[src/dpc_pkg.sv]
package dpc_pkg;
    localparam int          CHANNELS      = 3;
    localparam int          RW_BIT        = 31;
    localparam int          CODE_MSB      = 30;
    localparam int          CODE_LSB      = 27;
    localparam int          CHAN_MSB      = 25;
    localparam int          CHAN_LSB      = 24;
    localparam logic [3:0]  CODE_DITHER   = 4'h3;
    localparam logic [3:0]  CODE_LIMIT    = 4'h4;
    localparam logic [3:0]  CODE_PERIOD   = 4'h5;
    localparam int          DITH_EN_BIT   = 23;
    localparam int          ALIGN_BIT     = 22;
    localparam int          FBSEL_BIT     = 21;
    localparam int          STEPS_LSB     = 10;
    localparam int          AMP_LSB       = 0;
    localparam int          HI_LSB        = 12;
    localparam int          LO_LSB        = 0;
    localparam int          KI_LSB        = 20;
    localparam int          PERIOD_LSB    = 0;
    localparam logic [11:0] LIMIT_RST     = 12'h7ff;
    localparam logic [2:0]  KI_RST        = 3'h2;
    localparam logic [2:0]  KI_MAX        = 3'h6;
    localparam logic [2:0]  KI_OVER       = 3'h7;
    localparam int          LIMIT_SHIFT   = 5;
    localparam int          PERIOD_SHIFT  = 4;
    localparam int          DIV_W         = 22;

    typedef struct packed {
        logic        dith_en;
        logic        align;
        logic        feedback_report_select;
        logic [5:0]  steps;
        logic [5:0]  amp;
        logic [11:0] hi_lim;
        logic [11:0] lo_lim;
        logic [2:0]  integral_gain_shift;
        logic [11:0] period;
    } dpc_chan_cfg_t;

    localparam dpc_chan_cfg_t CFG_RST = '{
        dith_en: 1'b0, align: 1'b0, feedback_report_select: 1'b0,
        steps: 6'h00, amp: 6'h00, hi_lim: LIMIT_RST, lo_lim: LIMIT_RST,
        integral_gain_shift: KI_RST, period: 12'h000};
endpackage

[src/dpc_bank.sv]
`timescale 1ns/1ps
`default_nettype none
// Summary of operation
// - Bit 31 selects write; reads return it zero
// - Dither enable per selected output, reset off
// - Alignment bit starts dither at switching start
// - Feedback select picks reported measurement set
// - Six-bit quarter-cycle step count, reset zero
// - Six-bit dither amplitude step, reset zero
// - Upper clamp resets 7ff, applied times 32
// - Lower clamp resets 7ff, applied times -32
// - Gain shift saturates, written 7 stored 6
// - Gain shift resets to two
// - Period count is sixteen system clocks each
// - Step rate is clock over (M+1)*2^N
module dpc_bank
    import dpc_pkg::*;
#(
    parameter int NCH = CHANNELS
) (
    input  wire logic                CORE_CLK,
    input  wire logic                RESET_N,
    input  wire logic                CMD_VALID,
    input  wire logic [31:0]         CMD_WORD,
    input  wire logic [5:0]          DIV_MANT,
    input  wire logic [3:0]          DIV_EXP,
    input  wire logic [NCH-1:0]      PWM_CYCLE_START,
    output var  logic                RESP_VALID,
    output var  logic [31:0]         RESP_WORD,
    output var  dpc_chan_cfg_t       CHAN_CFG [NCH],
    output var  logic signed [17:0]  INT_POS_LIMIT [NCH],
    output var  logic signed [17:0]  INT_NEG_LIMIT [NCH],
    output var  logic [15:0]         PERIOD_CYCLES [NCH],
    output var  logic                DITHER_STEP_TICK,
    output var  logic [NCH-1:0]      DITHER_LAUNCH
);
    function automatic logic chan_hit(input logic [31:0] w, input int ch);
        return w[CHAN_MSB:CHAN_LSB] == 2'(ch);
    endfunction

    function automatic logic [2:0] ki_sat(input logic [2:0] k);
        return (k == KI_OVER) ? KI_MAX : k;
    endfunction

    logic                cmd_wr;
    logic                cmd_rd;
    logic [3:0]          cmd_code;
    logic [DIV_W-1:0]    div_cnt_r;
    logic [DIV_W-1:0]    div_lim;
    logic [NCH-1:0]      pend_r;

    assign cmd_code = CMD_WORD[CODE_MSB:CODE_LSB];
    assign cmd_wr   = CMD_VALID && CMD_WORD[RW_BIT];
    assign cmd_rd   = CMD_VALID && !CMD_WORD[RW_BIT];

    // Writes to unmapped channel code 11, or with an unknown command code, fall through untouched
    for (genvar i = 0; i < NCH; i++) begin : g_ch
        always_ff @(posedge CORE_CLK or negedge RESET_N) begin
            if (!RESET_N) begin
                CHAN_CFG[i] <= CFG_RST;
            end else if (cmd_wr && chan_hit(CMD_WORD, i)) begin
                case (cmd_code)
                    CODE_DITHER: begin
                        CHAN_CFG[i].dith_en <= CMD_WORD[DITH_EN_BIT];
                        CHAN_CFG[i].align <= CMD_WORD[ALIGN_BIT];
                        CHAN_CFG[i].feedback_report_select <= CMD_WORD[FBSEL_BIT];
                        CHAN_CFG[i].steps <= CMD_WORD[STEPS_LSB+:6];
                        CHAN_CFG[i].amp <= CMD_WORD[AMP_LSB+:6];
                    end
                    CODE_LIMIT: begin
                        CHAN_CFG[i].hi_lim <= CMD_WORD[HI_LSB+:12];
                        CHAN_CFG[i].lo_lim <= CMD_WORD[LO_LSB+:12];
                    end
                    CODE_PERIOD: begin
                        CHAN_CFG[i].integral_gain_shift <= ki_sat(CMD_WORD[KI_LSB+:3]);
                        CHAN_CFG[i].period <= CMD_WORD[PERIOD_LSB+:12];
                    end
                    default: begin
                    end
                endcase
            end
        end

        // Applied values registered so downstream sees clean flops
        always_ff @(posedge CORE_CLK or negedge RESET_N) begin
            if (!RESET_N) begin
                // Show the scaled reset clamps so no zero limit escapes reset
                INT_POS_LIMIT[i] <= signed'({1'b0, LIMIT_RST, 5'h00});
                INT_NEG_LIMIT[i] <= -signed'({1'b0, LIMIT_RST, 5'h00});
                PERIOD_CYCLES[i] <= 16'h0000;
            end else begin
                INT_POS_LIMIT[i] <= signed'({1'b0, CHAN_CFG[i].hi_lim, 5'h00});
                INT_NEG_LIMIT[i] <= -signed'({1'b0, CHAN_CFG[i].lo_lim, 5'h00});
                PERIOD_CYCLES[i] <= {CHAN_CFG[i].period, 4'h0};
            end
        end

        // Enabling write arms a launch; aligned mode waits for a switching start
        always_ff @(posedge CORE_CLK or negedge RESET_N) begin
            if (!RESET_N) begin
                pend_r[i] <= 1'b0;
                DITHER_LAUNCH[i] <= 1'b0;
            end else begin
                DITHER_LAUNCH[i] <= 1'b0;
                if (pend_r[i] && CHAN_CFG[i].dith_en
                    && (!CHAN_CFG[i].align || PWM_CYCLE_START[i])) begin
                    DITHER_LAUNCH[i] <= 1'b1;
                    pend_r[i] <= 1'b0;
                end else if (!CHAN_CFG[i].dith_en) begin
                    pend_r[i] <= 1'b0;
                end
                // Set beats clear when a new enable arrives in the same cycle
                if (cmd_wr && cmd_code == CODE_DITHER && chan_hit(CMD_WORD, i)
                    && CMD_WORD[DITH_EN_BIT]) begin
                    pend_r[i] <= 1'b1;
                end
            end
        end
    end

    // Step prescaler; the divisor is reread every clock so changes apply at once
    assign div_lim = DIV_W'((DIV_W'(DIV_MANT) + DIV_W'(1)) << DIV_EXP);

    always_ff @(posedge CORE_CLK or negedge RESET_N) begin
        if (!RESET_N) begin
            div_cnt_r        <= '0;
            DITHER_STEP_TICK <= 1'b0;
        end else if (div_cnt_r >= div_lim - DIV_W'(1)) begin
            div_cnt_r        <= '0;
            DITHER_STEP_TICK <= 1'b1;
        end else begin
            div_cnt_r        <= div_cnt_r + DIV_W'(1);
            DITHER_STEP_TICK <= 1'b0;
        end
    end

    logic [31:0] rd_data;
    logic [1:0]  rd_ch;
    dpc_chan_cfg_t rd_cfg;

    assign rd_ch = CMD_WORD[CHAN_MSB:CHAN_LSB];

    always_comb begin
        rd_cfg  = CFG_RST;
        rd_data = 32'h0000_0000;
        for (int k = 0; k < NCH; k++) begin
            if (chan_hit(CMD_WORD, k)) begin
                rd_cfg = CHAN_CFG[k];
            end
        end
        rd_data[CODE_MSB:CODE_LSB] = cmd_code;
        rd_data[CHAN_MSB:CHAN_LSB] = rd_ch;
        case (cmd_code)
            CODE_DITHER: begin
                rd_data[DITH_EN_BIT]    = rd_cfg.dith_en;
                rd_data[ALIGN_BIT]      = rd_cfg.align;
                rd_data[FBSEL_BIT]      = rd_cfg.feedback_report_select;
                rd_data[STEPS_LSB+:6]   = rd_cfg.steps;
                rd_data[AMP_LSB+:6]     = rd_cfg.amp;
            end
            CODE_LIMIT: begin
                rd_data[HI_LSB+:12]     = rd_cfg.hi_lim;
                rd_data[LO_LSB+:12]     = rd_cfg.lo_lim;
            end
            CODE_PERIOD: begin
                rd_data[KI_LSB+:3]      = rd_cfg.integral_gain_shift;
                rd_data[PERIOD_LSB+:12] = rd_cfg.period;
            end
            default: begin
                rd_data = 32'h0000_0000;
            end
        endcase
    end

    always_ff @(posedge CORE_CLK or negedge RESET_N) begin
        if (!RESET_N) begin
            RESP_VALID <= 1'b0;
            RESP_WORD  <= 32'h0000_0000;
        end else begin
            RESP_VALID <= cmd_rd && (cmd_code == CODE_DITHER || cmd_code == CODE_LIMIT
                                     || cmd_code == CODE_PERIOD);
            RESP_WORD  <= cmd_rd ? rd_data : 32'h0000_0000;
        end
    end

    logic [DIV_W-1:0] tick_gap_r;
    always_ff @(posedge CORE_CLK or negedge RESET_N) begin
        if (!RESET_N) begin
            tick_gap_r <= '0;
        end else begin
            tick_gap_r <= DITHER_STEP_TICK ? DIV_W'(1) : tick_gap_r + DIV_W'(1);
        end
    end
endmodule
`default_nettype wire

[config.mk]
export PLATFORM = sky130hd
export DESIGN_NAME = dpc_bank
export DESIGN_NICKNAME = d
export VERILOG_FILES = /design/src/dpc_pkg.sv /design/src/dpc_bank.sv
export SDC_FILE = /design/constraint.sdc
export NUM_CORES = 1
export LEC_CHECK = 0
export ABC_AREA = 1
export BUFFER_PORTS_ARGS = -buffer_cell sky130_fd_sc_hd__buf_2
export CAP_MARGIN = 40
export CORE_MARGIN = 2
export CORE_UTILIZATION = 53
export DETAILED_ROUTE_END_ITERATION = 8
export PLACE_DENSITY = 0.8
export SYNTH_ARGS = -nofsm -noshare
export SYNTH_HDL_FRONTEND = slang
export SYNTH_SLANG_ARGS = --single-unit
[constraint.sdc]
create_clock -name CORE_CLK -period 2.15 [get_ports CORE_CLK]
set_input_delay 0.43 -clock CORE_CLK [delete_from_list [all_inputs] [get_ports CORE_CLK]]
set_output_delay 0.43 -clock CORE_CLK [all_outputs]
set_load 0.05 [all_outputs]
### Yosys cells after proc, flatten, opt, wreduce, memory -nomap -nowiden

Cells that the tools add are included.

* register bits after elaboration: 350
* bits of input ports: 48
* output and inout bits: 355
* logic and storage cells: 130

* add/subtract/negate cells: 6
* magnitude comparators: 1
* equal/unequal tests: 9
* shift operators: 1
* mux-type cells: 28
* reduce and logical (&&, ||, !) cells: 39

Operators with widths (number)
* 2-to-1 mux 54 bit: 3
* negator 17 -> 18 bit: 3
* 2-to-1 mux 32 bit: 1
* adder 22 x 1 -> 22 bit, second input constant: 1
* >= comparator 22 bit: 1
* 2-to-1 mux 22 bit: 1
* left shift 7 x 4 -> 22 bit: 1
* subtractor 22 x 1 -> 22 bit, second input constant: 1
* logical AND 1 bit: 19
* one-hot mux 6 bit (3 select lines): 1
* AND reduction 2 bit: 9
* one-hot mux 4 bit (2 select lines): 2
* 2-to-1 mux 1 bit: 13
* one-hot mux 2 bit (3 select lines): 2
* != test 3 x 1 -> 1 bit, second input constant: 3
* equality test 4 x 3 -> 1 bit, second input constant: 2
* adder 6 x 1 -> 7 bit, second input constant: 1
* 2-to-1 mux 7 bit: 1
* logical OR 1 bit: 5
* equality test 4 x 2 -> 1 bit, second input constant: 1
* zero test 1 bit: 4
* 2-to-1 mux 4 bit: 1
* one-hot mux 1 bit (2 select lines): 2
* equality test 3 bit, second input constant: 1
* 5 further kinds: 5

### Longest topological paths before layout

* depth in word-level cells: 6
* mapped depth: 27
* gate-level depth less buffers: 26

### Worst setup path after synthesis

No wires, ideal clock.

* path kind: input-to-reg
* start: input DIV_MANT[0]
* end: register div_cnt_r[10]
* library setup time: 131 ps
* arrival time: 3181 ps
* data required time: 2019 ps
* setup slack: -1161 ps
* stages: 25
* buffers on the path: 1
* cell sequence: ha_1 > o21ai_2 > nor2_1 > nand2_1 > nor2_1 > inv_1 > ha_1 > nand2_1 > inv_1 > nand2_1 > inv_2 > nand3_2 > nor2_2 > nand3_1 > o21ai_1 > nand2_1 > ha_1 > nand2_1 > nor2_1 > nand2_1 > a21boi_0 > o21ai_0 > nand4_1 > clkbuf_1 > nor2_1

* longest elaborated chain between the ends: 5

RTL lines
* from (decl): line dpc_bank.sv:25 `input wire logic [5:0] DIV_MANT,`
* adder 6 x 1 -> 7 bit: line dpc_bank.sv:122 `assign div_lim = DIV_W'((DIV_W'(DIV_MANT) + DIV_W'(1)) << DIV_EXP);`
* left shift 7 x 4 -> 22 bit: line dpc_bank.sv:122
* subtractor 22 x 1 -> 22 bit: line dpc_bank.sv:128 `end else if (div_cnt_r >= div_lim - DIV_W'(1)) begin`
* >= comparator 22 bit: line dpc_bank.sv:128
* 2-to-1 mux 22 bit: line dpc_bank.sv:128
* to (signal assigned): line dpc_bank.sv:132 `div_cnt_r <= div_cnt_r + DIV_W'(1);`
* to (decl): line dpc_bank.sv:48 `logic [DIV_W-1:0] div_cnt_r;`

No other way between the ends.
A chain may end at the register's enable or synchronous reset.

### Worst setup path in the final report

* start: input DIV_MANT[1]
* end: register div_cnt_r[10]

Same word-level chain as after synthesis.

==> flow_summary.json <==
{
  "outcome": "finished with violations",
  "failed_checks": "setup timing",
  "synth_top_family_by_area": "simple AND/OR/NAND/NOR gates",
  "synthAdderAreaFrac": 0.0234,
  "clk_pin_slew_ns": 0.07,
  "instances_no_fill": 2485,
  "synthSimpleGateAreaFrac": 0.208,
  "min_path_type": "input pin to flip-flop",
  "period_minus_slack_ns": 3.16,
  "ys_ff_latch": 333,
  "grt_pass1_vias": 13233,
  "peakVddDrop_mv": 0.783,
  "overflow": 0,
  "hold_slack_ns": 0.102,
  "viasPerCell": 5.42,
  "cts_sinks": 333,
  "start_kind": "input pin",
  "row_count": 61,
  "routed_wl_um": 48800,
  "critPathMaxStageDelay_ns": 0.24,
  "wl_per_cell_um": 19.7,
  "p_leak_nw": 10.1,
  "path_max_fanout": 6,
  "start_util": 0.538,
  "cts_tree": "done",
  "worstMarginPinSlew_ns": 0.686,
  "synthMuxAreaShare": 0,
  "grt_pass1_wl_um": 73300,
  "die_w_um": 172,
  "die_y_um": 172,
  "setup_violations": 23,
  "fin_crit_sh": 1.47,
  "syn_area_um2": 15000,
  "dieArea_um2": 29600,
  "drtIter0Drc": 1273,
  "synth_xor_area_frac": 0.0322,
  "hold_violations": 0,
  "grt_max_degree": 81,
  "endpoint_kind": "flip-flop",
  "clockBufferDepth": 3,
  "avgSynthCellArea_um2": 9.19,
  "cts_made_buffers": 36,
  "regToRegSetupSlack_ns": -0.16,
  "nFillCells": 2116,
  "synth_cells": 1627,
  "critPathSlowestCell": "ha_4",
  "place_area_um2": 17700,
  "grtUsageTotal": 0.324,
  "remaining_drc_errors": 0,
  "synth_compound_area_frac": 0.0936,
  "vias": 13478,
  "place_congestion": 0.945,
  "io_pins": 403,
  "pwr_density_cell_nw_per_um2": 1020,
  "fmax_mhz": 316,
  "finalClockSkew_ns": 0.0269,
  "final_util": 0.701,
  "placed_cells": 2404,
  "placeableCoreArea_um2": 27800,
  "cap_viol_max_count": 0,
  "clk_latency_ns": 0.53,
  "worst_ep_arrival_time_ns": 3.62,
  "cp.required_ns": 2.61,
  "place_hpwl_um": 35000,
  "worst-setup-path-type": "input pin to flip-flop",
  "drv_slew": 0,
  "yosys_warnings": 0,
  "area_growth_pct": 30.3,
  "drive_gt1_frac": 0.365,
  "antenna_left": 0,
  "grt_setup_unrepaired": "yes",
  "dr.pass1.iters": 5,
  "stdcell_area_um2": 19500,
  "setup_ws_ns": -1.01,
  "slew_headroom": 0.542,
  "io_buffer_count": 354,
  "antenna_found_initial": 2,
  "ys_seq_area_frac": 0.567,
  "htree_levels": 2,
  "cts_root_buffer": "clkbuf_16",
  "synth_cell_types": 50,
  "crit_top_cell": "nand2_2",
  "finalSetupTns_ns": -22.77,
  "fin_nets": 2154
}
## synth_stat cells, drive strengths merged
cell type | number | area [um^2]
a22oi | 1 | 7.51
o32ai | 1 | 8.76
clkinv | 2 | 8.75
conb | 1 | 3.75
o211ai | 2 | 15.0
a21oi | 13 | 65.1
a31oi | 2 | 12.5
o221ai | 2 | 17.5
clkbuf | 36 | 135
o22ai | 5 | 31.3
o21a | 1 | 7.51
nor2 | 104 | 463
xnor2 | 12 | 105
nand2 | 435 | 1680
o2111ai | 5 | 43.8
or2 | 2 | 12.5
nand3b | 3 | 22.5
ha | 28 | 350
nand3 | 115 | 668
xor2 | 43 | 377
nor3 | 22 | 115
nand4 | 20 | 125
buf | 68 | 455
a22o | 5 | 43.8
or3 | 1 | 6.26
o21bai | 2 | 18.8
nor4 | 2 | 12.5
dfrtp | 222 | 5560
a221oi | 2 | 17.5
o21ai | 205 | 1030
a21boi | 1 | 7.51
dfstp | 111 | 2920
inv | 144 | 541
a211oi | 1 | 7.51
o31ai | 7 | 52.6
o311ai | 1 | 8.76
## worst paths after layout
kind	startpoint	to	cells past startpoint
max in group asynchronous	RESET_N	CHAN_CFG[133]$_DFFE_PN1P_	3
worst min register to register	CHAN_CFG[34]$_DFFE_PN1P_	INT_POS_LIMIT[12]$_DFF_PN1_	0
min in group asynchronous	RESET_N	div_cnt_r[1]$_DFF_PN0_	2
worst max register to register	div_cnt_r[0]$_DFF_PN0_	div_cnt_r[16]$_DFF_PN0_	11
worst max-delay path	DIV_MANT[1]	div_cnt_r[10]$_DFF_PN0_	28
worst min-delay path	PWM_CYCLE_START[2]	pend_r[2]$_DFFE_PN0P_	2
## critical path: cells and delay by family
kind                       cells  cell delay [ns]
buffers and inverters          7             0.76
and+or+nand+nor               13             1.06
AOI/OAI and AO/OA              5             0.73
adders and majority gates      3             0.63
## area by class of cell
type | instances | area [um^2] | share of cell area
Antenna cell | 1 | 2.50 | 0.000128
Clock buffer | 47 | 982 | 0.0504
Clock inverter | 19 | 315 | 0.0162
Inverter | 146 | 549 | 0.0282
Multi-Input combinational cell | 1091 | 5870 | 0.302
Sequential cell | 333 | 8470 | 0.435
Tap cell | 378 | 473 | 0.0243
Timing Repair Buffer | 470 | 2810 | 0.144
## report_power, final
group | switching, mW | total, mW | internal (mW)
combinational | 4.07 | 5.41 | 1.34
clock | 2.64 | 6.76 | 4.12
sequential | 0.534 | 7.64 | 7.10
## timing repair
action,CTS,global route
hold buffers,1,0
resized for setup,51,34
setup buffers,7,5
hold endpoints to repair,19,0
pin swaps,9,22
setup endpoints to repair,23,24
gates cloned,2,1
## cells by family after synthesis
group / count (synthesis)
adder cells (fa/ha/maj): 28
buffers and inverters: 250
AO/OA/AOI/OAI: 256
flip-flops: 333
AND/OR/NAND/NOR: 704
XOR/XNOR: 55
other: 1
## flip-flops by register name (all words and copies together), names as in the netlist
register          count
INT_POS_LIMIT        36
pend_r                3
PERIOD_CYCLES        36
DITHER_STEP_TICK      1
div_cnt_r            22
RESP_VALID            1
DITHER_LAUNCH         3
CHAN_CFG            162
RESP_WORD            30
INT_NEG_LIMIT        39
## metal layers
metal	part of all wire	GRT usage
met1	0.40	0.437
met2	0.47	0.513
met3	0.084	0.0636
met4	0.046	0.144
met5	0.00027	0
## through the flow
step           worst slack [ns]  power [mW]
6_report                  -1.01        19.8
5_1_grt                   -1.18        20.5
4_1_cts                  -0.795        19.7
3_5_place_dp              -1.50        12.9
3_3_place_gp              -1.23        12.8
2_1_floorplan             -1.03        11.3
## layout by cell type, fill, tap and decap left out, drive strengths merged, types with 2 or more instances in the layout
cell type,count
xnor2,12
xor2,43
dfstp,111
buf,467
ha,28
nor2,104
or2,2
o211ai,2
bufinv,7
clkbuf,49
conb,48
inv,148
a22o,5
clkinv,9
dfrtp,222
nor3,22
a31oi,2
a21oi,13
nand3,115
o21ai,205
nand3b,3
o31ai,7
nand2,435
o221ai,2
a221oi,2
o22ai,5
o21bai,2
o2111ai,5
nand4,20
nor4,2
Note: power is estimated with default switching activity, not from simulation.
